File: src/isx_pkg.sv
// ----------------------------------------------------------------------------
// shared constants for the increment-and-skip execution block
// ----------------------------------------------------------------------------
package isx_pkg;

  // --------------------------------------------------------------------------
  // widths
  // --------------------------------------------------------------------------
  localparam int INSTR_W    = 16;
  localparam int DATA_W     = 8;
  localparam int FIELD_W    = 8;
  localparam int BANK_W     = 4;
  localparam int ADDR_W     = 12;
  localparam int PHASE_W    = 2;

  // --------------------------------------------------------------------------
  // opcode layout: top six bits select the operation, then d, a, f
  // --------------------------------------------------------------------------
  localparam int OPC_MSB    = 15;
  localparam int OPC_LSB    = 10;
  localparam int DEST_BIT   = 9;
  localparam int ACCESS_BIT = 8;
  localparam int FIELD_MSB  = 7;
  localparam int FIELD_LSB  = 0;

  // increment_skip_if_zero    0011 11da ffff ffff
  localparam logic [5:0] OPC_INC_SKIP_ZERO    = 6'h0f;
  // increment_skip_if_nonzero 0100 10da ffff ffff
  localparam logic [5:0] OPC_INC_SKIP_NONZERO = 6'h12;

  // --------------------------------------------------------------------------
  // addressing
  // --------------------------------------------------------------------------
  localparam logic [7:0] ACCESS_LOW_LAST = 8'h5f;  // f <= 95 is the low access half
  localparam logic [3:0] ACCESS_LOW_BANK = 4'h0;
  localparam logic [3:0] ACCESS_HI_BANK  = 4'hf;   // upper access half maps to the top bank
  localparam logic [7:0] INCREMENT       = 8'h01;
  localparam logic [7:0] ZERO_RESULT     = 8'h00;

  // --------------------------------------------------------------------------
  // phases of one instruction cycle, one core clock each
  // --------------------------------------------------------------------------
  localparam logic [1:0] PH_DECODE  = 2'h0;
  localparam logic [1:0] PH_READ    = 2'h1;
  localparam logic [1:0] PH_PROCESS = 2'h2;
  localparam logic [1:0] PH_WRITE   = 2'h3;

  typedef enum logic [1:0] {
    ISX_IDLE,
    ISX_EXEC,
    ISX_SKIP_FIRST,
    ISX_SKIP_SECOND
  } isx_state_e;

endpackage

File: src/isx_phase_gen.sv
`timescale 1ns/100ps
// ----------------------------------------------------------------------------
// four-phase divider: one core clock per phase, one enable pulse per cycle
// ----------------------------------------------------------------------------
module isx_phase_gen (
  input  wire logic                       core_clk,
  input  wire logic                       rst_n,
  output logic [isx_pkg::PHASE_W-1:0]     phase,
  output logic                            cycleStart
);

  logic [isx_pkg::PHASE_W-1:0] phase_r;
  logic [isx_pkg::PHASE_W-1:0] phase_nxt;
  logic                        start_r;
  logic                        start_nxt;

  // wraps from write back to decode, so cycles follow back to back
  assign phase_nxt = phase_r + 2'h1;
  assign start_nxt = (phase_nxt == isx_pkg::PH_DECODE);

  // counter and decode-phase pulse
  always_ff @(posedge core_clk or negedge rst_n) begin
    if (!rst_n) begin
      phase_r <= isx_pkg::PH_DECODE;
      start_r <= 1'b1;
    end else begin
      phase_r <= phase_nxt;
      start_r <= start_nxt;
    end
  end

  assign phase      = phase_r;
  assign cycleStart = start_r;

endmodule

File: src/isx_exec.sv
`timescale 1ns/100ps
// Functional notes
// RQ1: read the addressed register, add one, use the sum as result.
// RQ2: skip-if-zero opcode skips the next instruction when the sum is zero.
// RQ3: destination bit one writes the sum back to the source register.
// RQ4: destination bit zero writes the working register only.
// RQ5: a taken skip flushes the fetched instruction and runs a no-op cycle.
// RQ6: one word, one cycle; a taken skip costs a second cycle.
// RQ7: skipping a two-word instruction costs three cycles in total.
// RQ8: access bit zero resolves the field inside the access bank.
// RQ9: access bit one takes the bank from the bank select register.
// RQ10: extended set, access bit zero, field at most 95 uses indexed offset.
// RQ11: decode the single-word opcode with d, a and 8-bit field.
// RQ12: skip-if-nonzero opcode skips when the sum is not zero.
// RQ13: four phases per cycle: decode, read, process, write; skip cycles idle.
module isx_exec #(
  parameter int ADDR_W = isx_pkg::ADDR_W,
  parameter int BANK_W = isx_pkg::BANK_W
) (
  input  wire logic                          core_clk,
  input  wire logic                          rst_n,
  input  wire logic [isx_pkg::INSTR_W-1:0]   instrWord,
  input  wire logic                          instrValid,
  input  wire logic                          nextTwoWord,
  input  wire logic                          extEnable,
  input  wire logic [BANK_W-1:0]             bankSelectReg,
  input  wire logic [ADDR_W-1:0]             indexBase,
  input  wire logic [isx_pkg::DATA_W-1:0]    memRdData,
  output logic [ADDR_W-1:0]                  memAddr,
  output logic                               memRdEn,
  output logic                               memWrEn,
  output logic [isx_pkg::DATA_W-1:0]         memWrData,
  output logic                               wregWrEn,
  output logic [isx_pkg::DATA_W-1:0]         wregData,
  output logic                               flushFetch,
  output logic                               skipActive,
  output logic                               busy
);

  // --------------------------------------------------------------------------
  // parameter checks
  // --------------------------------------------------------------------------
  // the address is the bank number on top of the 8-bit field, nothing else
  if (ADDR_W != BANK_W + isx_pkg::FIELD_W) begin : g_bad_width
    $error("address width must equal bank width plus eight");
  end

  // --------------------------------------------------------------------------
  // functions
  // --------------------------------------------------------------------------
  // effective data address of a field; used at decode for every operand
  function automatic logic [ADDR_W-1:0] resolveAddr(
    input logic                         accessBit,
    input logic [isx_pkg::FIELD_W-1:0]  field,
    input logic                         ext,
    input logic [BANK_W-1:0]            bank,
    input logic [ADDR_W-1:0]            base
  );
    logic lowHalf;
    lowHalf = (field <= isx_pkg::ACCESS_LOW_LAST);
    if (accessBit) begin
      resolveAddr = {bank, field};                                   // RQ9
    end else if (ext && lowHalf) begin
      resolveAddr = base + {{(ADDR_W-isx_pkg::FIELD_W){1'b0}}, field}; // RQ10
    end else if (lowHalf) begin
      resolveAddr = {BANK_W'(isx_pkg::ACCESS_LOW_BANK), field};      // RQ8
    end else begin
      resolveAddr = {BANK_W'(isx_pkg::ACCESS_HI_BANK), field};       // RQ8
    end
  endfunction

  // --------------------------------------------------------------------------
  // phase divider
  // --------------------------------------------------------------------------
  logic [isx_pkg::PHASE_W-1:0] phase;
  logic                        cycleStart;

  isx_phase_gen u_phase (
    .core_clk   (core_clk),
    .rst_n      (rst_n),
    .phase      (phase),
    .cycleStart (cycleStart)
  );

  // --------------------------------------------------------------------------
  // state and operand registers
  // --------------------------------------------------------------------------
  isx_pkg::isx_state_e          state_r;
  isx_pkg::isx_state_e          state_nxt;
  logic                         destBit_r;
  logic                         skipOnZero_r;
  logic                         twoWord_r;
  logic [ADDR_W-1:0]            memAddr_r;
  logic                         memRdEn_r;
  logic                         memWrEn_r;
  logic [isx_pkg::DATA_W-1:0]   memWrData_r;
  logic                         wregWrEn_r;
  logic [isx_pkg::DATA_W-1:0]   wregData_r;
  logic                         flush_r;
  logic                         skipActive_r;
  logic                         busy_r;

  // --------------------------------------------------------------------------
  // decode
  // --------------------------------------------------------------------------
  wire [5:0] opcField  = instrWord[isx_pkg::OPC_MSB:isx_pkg::OPC_LSB];
  wire       isZeroOp  = (opcField == isx_pkg::OPC_INC_SKIP_ZERO);     // RQ11
  wire       isNzOp    = (opcField == isx_pkg::OPC_INC_SKIP_NONZERO);  // RQ11
  wire       inDecode  = cycleStart;  // divider pulse marks phase 0
  wire       inProcess = (phase == isx_pkg::PH_PROCESS);
  wire       inWrite   = (phase == isx_pkg::PH_WRITE);
  wire       freeCycle = (state_r == isx_pkg::ISX_IDLE) || (state_r == isx_pkg::ISX_EXEC);
  wire       accept    = inDecode && freeCycle && instrValid && (isZeroOp || isNzOp);
  wire [ADDR_W-1:0] decodedAddr = resolveAddr(instrWord[isx_pkg::ACCESS_BIT],
                                              instrWord[isx_pkg::FIELD_MSB:isx_pkg::FIELD_LSB],
                                              extEnable, bankSelectReg, indexBase);

  // --------------------------------------------------------------------------
  // process: sum and skip decision
  // --------------------------------------------------------------------------
  wire [isx_pkg::DATA_W-1:0] incResult = memRdData + isx_pkg::INCREMENT;  // RQ1
  wire       resultZero = (incResult == isx_pkg::ZERO_RESULT);
  // skip-if-zero on a zero sum, skip-if-nonzero on any other sum
  wire       skipTake   = skipOnZero_r ? resultZero : !resultZero;       // RQ2 RQ12
  wire       executing  = (state_r == isx_pkg::ISX_EXEC);

  // --------------------------------------------------------------------------
  // state machine, advanced at decode when leaving idle, otherwise only at the end of the write phase
  // --------------------------------------------------------------------------
  always_comb begin
    state_nxt = state_r;
    case (state_r)
      isx_pkg::ISX_IDLE: begin
        if (accept) begin
          state_nxt = isx_pkg::ISX_EXEC;
        end
      end
      isx_pkg::ISX_EXEC: begin
        if (inWrite) begin
          state_nxt = flush_r ? isx_pkg::ISX_SKIP_FIRST : isx_pkg::ISX_IDLE;  // RQ6
        end
      end
      isx_pkg::ISX_SKIP_FIRST: begin
        if (inWrite) begin
          // a two-word victim needs its second word replaced too
          state_nxt = twoWord_r ? isx_pkg::ISX_SKIP_SECOND : isx_pkg::ISX_IDLE;  // RQ7
        end
      end
      isx_pkg::ISX_SKIP_SECOND: begin
        if (inWrite) begin
          state_nxt = isx_pkg::ISX_IDLE;  // RQ7
        end
      end
      default: begin
        state_nxt = isx_pkg::ISX_IDLE;
      end
    endcase
  end

  // --------------------------------------------------------------------------
  // next values of the outputs; each lands one clock later in its phase
  // --------------------------------------------------------------------------
  // read strobe rises for the read phase only
  wire rdEn_nxt   = accept;                                              // RQ13
  // write enables cover the write phase only, picked by the destination bit
  wire wrEn_nxt   = executing && inProcess && destBit_r;                 // RQ3
  wire wregEn_nxt = executing && inProcess && !destBit_r;                // RQ4
  // flush is raised through the write phase so the fetch unit sees it before
  // the next cycle's decode; the fetched word is then never executed
  wire flush_nxt  = executing && inProcess && skipTake;                  // RQ5
  wire skipping   = (state_nxt == isx_pkg::ISX_SKIP_FIRST) ||
                    (state_nxt == isx_pkg::ISX_SKIP_SECOND);
  wire busy_nxt   = (state_nxt != isx_pkg::ISX_IDLE);

  // --------------------------------------------------------------------------
  // operand latch at decode
  // --------------------------------------------------------------------------
  always_ff @(posedge core_clk or negedge rst_n) begin
    if (!rst_n) begin
      destBit_r    <= 1'b0;
      skipOnZero_r <= 1'b0;
      memAddr_r    <= '0;
    end else if (accept) begin
      destBit_r    <= instrWord[isx_pkg::DEST_BIT];
      skipOnZero_r <= isZeroOp;
      memAddr_r    <= decodedAddr;
    end
  end

  // --------------------------------------------------------------------------
  // state, strobes and status
  // --------------------------------------------------------------------------
  always_ff @(posedge core_clk or negedge rst_n) begin
    if (!rst_n) begin
      state_r      <= isx_pkg::ISX_IDLE;
      memRdEn_r    <= 1'b0;
      memWrEn_r    <= 1'b0;
      wregWrEn_r   <= 1'b0;
      flush_r      <= 1'b0;
      skipActive_r <= 1'b0;
      busy_r       <= 1'b0;
    end else begin
      state_r      <= state_nxt;
      memRdEn_r    <= rdEn_nxt;
      memWrEn_r    <= wrEn_nxt;
      wregWrEn_r   <= wregEn_nxt;
      flush_r      <= flush_nxt;
      skipActive_r <= skipping;                                          // RQ13
      busy_r       <= busy_nxt;
    end
  end

  // --------------------------------------------------------------------------
  // result data, held until the next processed instruction
  // --------------------------------------------------------------------------
  always_ff @(posedge core_clk or negedge rst_n) begin
    if (!rst_n) begin
      memWrData_r <= '0;
      wregData_r  <= '0;
    end else if (executing && inProcess) begin
      memWrData_r <= incResult;                                          // RQ3
      wregData_r  <= incResult;                                          // RQ4
    end
  end

  // --------------------------------------------------------------------------
  // length of the fetched-ahead word, sampled in the write phase of the executing cycle
  // --------------------------------------------------------------------------
  always_ff @(posedge core_clk or negedge rst_n) begin
    if (!rst_n) begin
      twoWord_r <= 1'b0;
    end else if (executing && inWrite) begin
      twoWord_r <= nextTwoWord;                                          // RQ7
    end
  end

  // --------------------------------------------------------------------------
  // outputs straight from flip-flops
  // --------------------------------------------------------------------------
  assign memAddr    = memAddr_r;
  assign memRdEn    = memRdEn_r;
  assign memWrEn    = memWrEn_r;
  assign memWrData  = memWrData_r;
  assign wregWrEn   = wregWrEn_r;
  assign wregData   = wregData_r;
  assign flushFetch = flush_r;
  assign skipActive = skipActive_r;
  assign busy       = busy_r;

endmodule

File: config.mk
export PLATFORM = sky130hd
export DESIGN_NAME = isx_exec
export DESIGN_NICKNAME = d
export VERILOG_FILES = /design/src/isx_pkg.sv /design/src/isx_phase_gen.sv /design/src/isx_exec.sv
export SDC_FILE = /design/constraint.sdc
export NUM_CORES = 1
export LEC_CHECK = 0
export BUFFER_PORTS_ARGS = -buffer_cell sky130_fd_sc_hd__buf_2
export CAP_MARGIN = 0
export CORE_MARGIN = 5
export CORE_UTILIZATION = 45
export CTS_CLUSTER_SIZE = 40
export DETAILED_ROUTE_END_ITERATION = 8
export PLACE_DENSITY_LB_ADDON = 0.1
export RECOVER_POWER = 50
export SLEW_MARGIN = 25
export SYNTH_ARGS = -nofsm -noshare
export SYNTH_HDL_FRONTEND = slang
export SYNTH_SLANG_ARGS = --single-unit
File: constraint.sdc
create_clock -name core_clk -period 1.6 [get_ports core_clk]
set_clock_uncertainty 0.1 [all_clocks]
set_input_delay 0.16 -clock core_clk [delete_from_list [all_inputs] [get_ports core_clk]]
set_output_delay 0.16 -clock core_clk [all_outputs]
set_load 0.03 [all_outputs]
# After elaboration in Yosys (flattened, before gate mapping)
# Cells that the tools add are included.
# word_totals
ram_bits,0
mem_count,0
wordCells,56
in_bits,45
output_inout_bits,34
register_bits,34
romBits,0
latch_bits,0
# op_classes
mux,11
n_mul,0
shifts,0
div_mod_pow,0
n_addsub,3
magnitude_cmp,1
reduce_logical,18
bitwise_logic,0
eq_ne,9
# ops
operator,n
12-bit 2-to-1 mux,3
12-bit by 8-bit adder with 12-bit output,1
2-bit equality test (second input constant),6
2-bit 2-to-1 mux,6
1-bit logical AND,9
8-bit by 1-bit adder with 8-bit output (second input constant),1
8-bit by 7-bit <= comparator with 1-bit output (second input constant),1
8-bit zero test,1
2-bit one-hot mux with 4 select lines,1
6-bit by 4-bit equality test with 1-bit output (second input constant),1
6-bit by 5-bit equality test with 1-bit output (second input constant),1
2-bit zero test,2
1-bit logical OR,3
2-bit by 1-bit adder with 2-bit output (second input constant),1
2-bit by 1-bit equality test with 1-bit output (second input constant),1
1-bit zero test,2
2-bit nonzero test,1
1-bit 2-to-1 mux,1

# Logic depth before layout (Yosys ltp)
# logic_depth
ltp_word,9
mapped_depth,8

# Modules after synthesis
# From an unflattened synthesis, not the netlist that was laid out.
# hier_totals
hier_cells,239
area_unflattened_um2,2143.3
# by_module_without_submodules
mod,area_per_inst_um2,cells_per_inst,instances
isx_exec,2050.7,234,1
isx_phase_gen,92.6,5,1

# Least setup slack after synthesis
# No wires, ideal clock.
# synth_path
path_kind,input -> register
start,input instrWord[10] (netlist name)
end,register destBit_r
setup_time_ps,125
path_slack_ps,-299
t_required_ps,1375
path_buffers,1
arrival_ps,1674
stages,4
path_cell_list,or4b_4 > a2111oi_4 > buf_6 > mux2_2
# synth_via
elab_chain_cells,3
word_cells_on_any_way,4
# synth_rtl
element,line_no,text
start: declaration,isx_exec.sv:22,"input wire logic [isx_pkg::INSTR_W-1:0] instrWord,"
6-bit by 4-bit equality test with 1-bit output or 6-bit by 5-bit equality test with 1-bit output (tied branches),"isx_exec.sv:107, isx_exec.sv:108",
1-bit logical OR *,isx_exec.sv:113,wire accept = inDecode && freeCycle && instrValid && (isZeroOp || isNzOp);
1-bit logical AND *,isx_exec.sv:113,
end signal: assignment,isx_exec.sv:184,destBit_r <= instrWord[isx_pkg::DEST_BIT];
end: declaration,isx_exec.sv:90,logic destBit_r;
# Mark *: on every way between the ends. The rest lies on a longest branch, timed or not.
# A chain may end at the register's enable or synchronous reset.

# Worst setup path in the final report
# layout_path
start,input instrWord[12] (netlist name)
end,register memAddr_r[11] (netlist: memAddr[11])
# layout_via
elab_chain_cells,3
word_cells_on_any_way,4
# layout_rtl
element,line_no,text
6-bit by 4-bit equality test with 1-bit output or 6-bit by 5-bit equality test with 1-bit output (tied branches),"isx_exec.sv:107, isx_exec.sv:108",
1-bit logical OR *,isx_exec.sv:113,
1-bit logical AND *,isx_exec.sv:113,
end signal: assignment,isx_exec.sv:186,memAddr_r <= decodedAddr;
end: declaration,isx_exec.sv:93,logic [ADDR_W-1:0] memAddr_r;
# Marked as above.

==> results.yml <==
clock_network:
  cts_buffer_depth: 2
  clk_root_buffer_cell: "clkbuf_8"
  cts_htree_levels: 2
  clkLatencyLatePin_ns: 0.28
  cts.sinks: 33
  cts_tree: "built"
  cts_made_buffers: 5
  cts.clk_slew.worst_paths_ns: 0.07
power_and_ir_drop:
  power.switching_uw: 1130
  power_density_nw_per_um2: 935
  power.internal_uw: 1870
  leakage_uw: 0.00157
  pwr-share-comb_pct: 37.6
  ir_worst_vdd_mv: 0.909
  switching_share_pct: 37.6
  clkPwrFrac_pct: 27.1
  p_seq_share_pct: 35.2
routing:
  viasPerCell: 5.24
  drt_pre_antenna_iters: 4
  post_drt_wl_per_cell_microns: 13.7
  drc_errors: 0
  antenna_left: 0
  via_count: 2253
  drt-initial-drc-count: 97
  drt-total-wl_microns: 5890
finish:
  nets: 420
  antennaDiodeCount: 0
  layout_common_cells: "buf_2 (68), buf_4 (39), dfrtp_1 (31)"
  layout_commonest_cell: "buf_2"
  final_util_pct: 67.8
  fin_area_sq_um: 3200
  drive_above_1_share_pct: 42.4
  fin_cells: 430
  syn2layout_area_growth_pct: 46.6
logic_synthesis:
  syn_avg_cell_area_sq_um: 8.84
  synth_top_family_by_area: "simple AND/OR/NAND/NOR gates"
  synth_top_area_share_pct: 36.7
  synth_ff_type: "dfrtp_1"
  synth_enable_flop_cells: 0
  yosysWarnings: 0
  yosysTopAreaCell: "dfrtp_1"
  synthAdderAreaFrac_pct: 7.79
  synth_xor_area_share_pct: 2.81
  netlist_instances: 247
  synth_cell_types: 50
  synth-simple-area-share_pct: 21.5
  ys_ff_latch: 33
  postSynth.asyncResetShare_pct: 100
  synth_compound_area_share_pct: 21.4
  synth_fp_nets: 305
  seq_area_frac_synth_pct: 37.9
  synthTopCellsByArea: "dfrtp_1 (37%), ha_1 (6.9%), o21ai_0 (4.6%)"
  synthesis.area_sq_um: 2180
  synthMuxAreaShare_pct: 1.49
critical_path:
  crit_required_ns: 1.66
  setup.worst_path.end_class: "register"
  crit_type: "in -> reg"
  worstPathArrival_ns: 1.85
  cp_max_fo: 6
  cp-start-kind: "input port"
placed_design:
  hpwl_microns: 4530
  dp_cells: 413
  placed_area_sq_um: 2880
  port_buffers: 78
  gp_congestion: 0.842
sta:
  fmax_ghz: 0.559
  fin_crit_sh_pct: 112
  max_slew_margin_pct: 64.2
  hold_violations: 0
  setup_ws_ns: -0.190
  grt_setup_unrepaired: "true"
  setup_viol: 13
  worst_pin_slew_ns: 0.537
  finalMaxSlewViolations: 0
  fin_setup_tns_ns: -1.31
  period_needed_ns: 1.79
grt:
  grt_max_degree: 16
  grt_pass1_wl_microns: 9300
  antenna_found_initial: 0
  globalRouteMet2Util_pct: 31.1
  top_usage_layer: "met2"
  grt-ovfl-total: 0
  met3_usage_pct: 4.51
  grt_usage_pct: 18.4
  first_global_vias: 2119
  met1_usage_pct: 23.6
min_path:
  hp-class: "in -> reg"
run_status:
  outcome: "finished with violations"
  violations: "setup timing"
floorplanning:
  fp.dieH_microns: 79.7
  initial_core_util_pct: 46.3
  die_w_microns: 79.7
  ioPinCount: 79
  core_sq_um: 4720
  core.rowCount: 25
  die_area_sq_um: 6350
flow_run:
  cap_violations: 0
-- through the flow --
step                      hold WS [ns]  setup WS (ns)  total power (uW)
after floorplan                 -0.236         -0.222              1850
after global placement         -0.0732         -0.391              2160
after detailed placement       -0.0759         -0.446              2170
after CTS                       0.0128         -0.112              3000
final                           0.0203         -0.190              2990
after global routing            0.0139         -0.217              3170
-- path summary, 6_finish.rpt --
| path | from | end | slack, ns | cells past startpoint |
|---|---|---|---|---|
| max in group asynchronous | rst_n | skipActive | 0.30 | 3 |
| hold / removal | instrWord[9] | destBit_r | 0.02 | 2 |
| setup / recovery | instrWord[12] | memAddr[11] | -0.19 | 7 |
| min in group asynchronous | rst_n | u_phase.phase[1] | 0.24 | 2 |
| setup reg to reg | u_phase.cycleStart | memAddr[11] | -0.16 | 6 |
| hold reg to reg | u_phase.phase[0] | u_phase.phase[0] | 0.36 | 1 |
-- area by class of cell --
cell class	instances	area, sq um
fillers	422	1520
multi-input cells	184	1300
flip-flops and latches	33	828
repair buffers	126	825
clock buffers	7	86.3
well taps	67	83.8
inverters	12	45.0
clock inverters	1	30.0
-- registers in the layout (all words and copies together), names as in the netlist --
name	flops
flushFetch	1
wregData	8
memWrEn	1
memAddr	12
skipOnZero_r	1
memRdEn	1
u_phase.phase	2
wregWrEn	1
twoWord_r	1
skipActive	1
state_r	1
u_phase.cycleStart	1
busy	1
destBit_r	1
-- per-layer routing --
layer,up-vias,wire [microns]
met2,75,2690
met3,8,418
li1,1125,-
met5,-,0
met4,0,82
met1,1045,2700
-- synthesized netlist by cell type (2+ instances only) --
master    number
nand3_1       13
and3_1         5
or3_1          4
a21o_1         4
buf_4          9
nand2_1       25
nand2b_1       3
o22ai_1        2
a41oi_1        2
a311oi_1       3
o211ai_1       2
clkbuf_1       7
nor3_1         6
dfrtp_1       32
nor2_1        16
o21ai_0       20
and2_1         2
inv_1         12
xor2_1         2
ha_1          12
nand4_1        2
a21oi_1       16
xnor2_1        5
nand4b_1       3
nor4_1         5
o211a_1        2
a31oi_1        4
a31o_2         2
a211o_1        3
nor2b_1        3
mux2_2         2
-- power groups by stage --
stage,logic [uW],registers [uW],clock network [uW]
floorplan,562,1290,0
global placement,1100,1060,0
detailed placement,1110,1060,0
CTS,1120,1050,837
global route,1220,1070,874
finish,1130,1060,812
-- cell families (layout without fill, tap and decap cells) --
group                    count (synthesis)  count (layout)
multiplexers                             3               3
XOR/XNOR                                 7               7
AO/OA/AOI/OAI                           69              69
flip-flops                              33              33
AND/OR/NAND/NOR                         92              92
adder cells (fa/ha/maj)                 13              13
buffers and inverters                   30             146
-- repair_timing --
item	4_1_cts	5_1_grt
setup endpoints to repair	6	19
resized for setup	2	28
setup buffers	1	5
pin swaps	0	3
hold endpoints to repair	32	0
gates cloned	0	2
hold buffers	1	0
-- worst max-delay path: stages --
cell and delay (ns):
buf_6 0.09, or4b_4 0.54, a2111oi_4 0.38, buf_12 0.17
nand2_1 0.08, nor4b_1 0.32, nor3_1 0.09
Power figures use the tool's default switching activity.
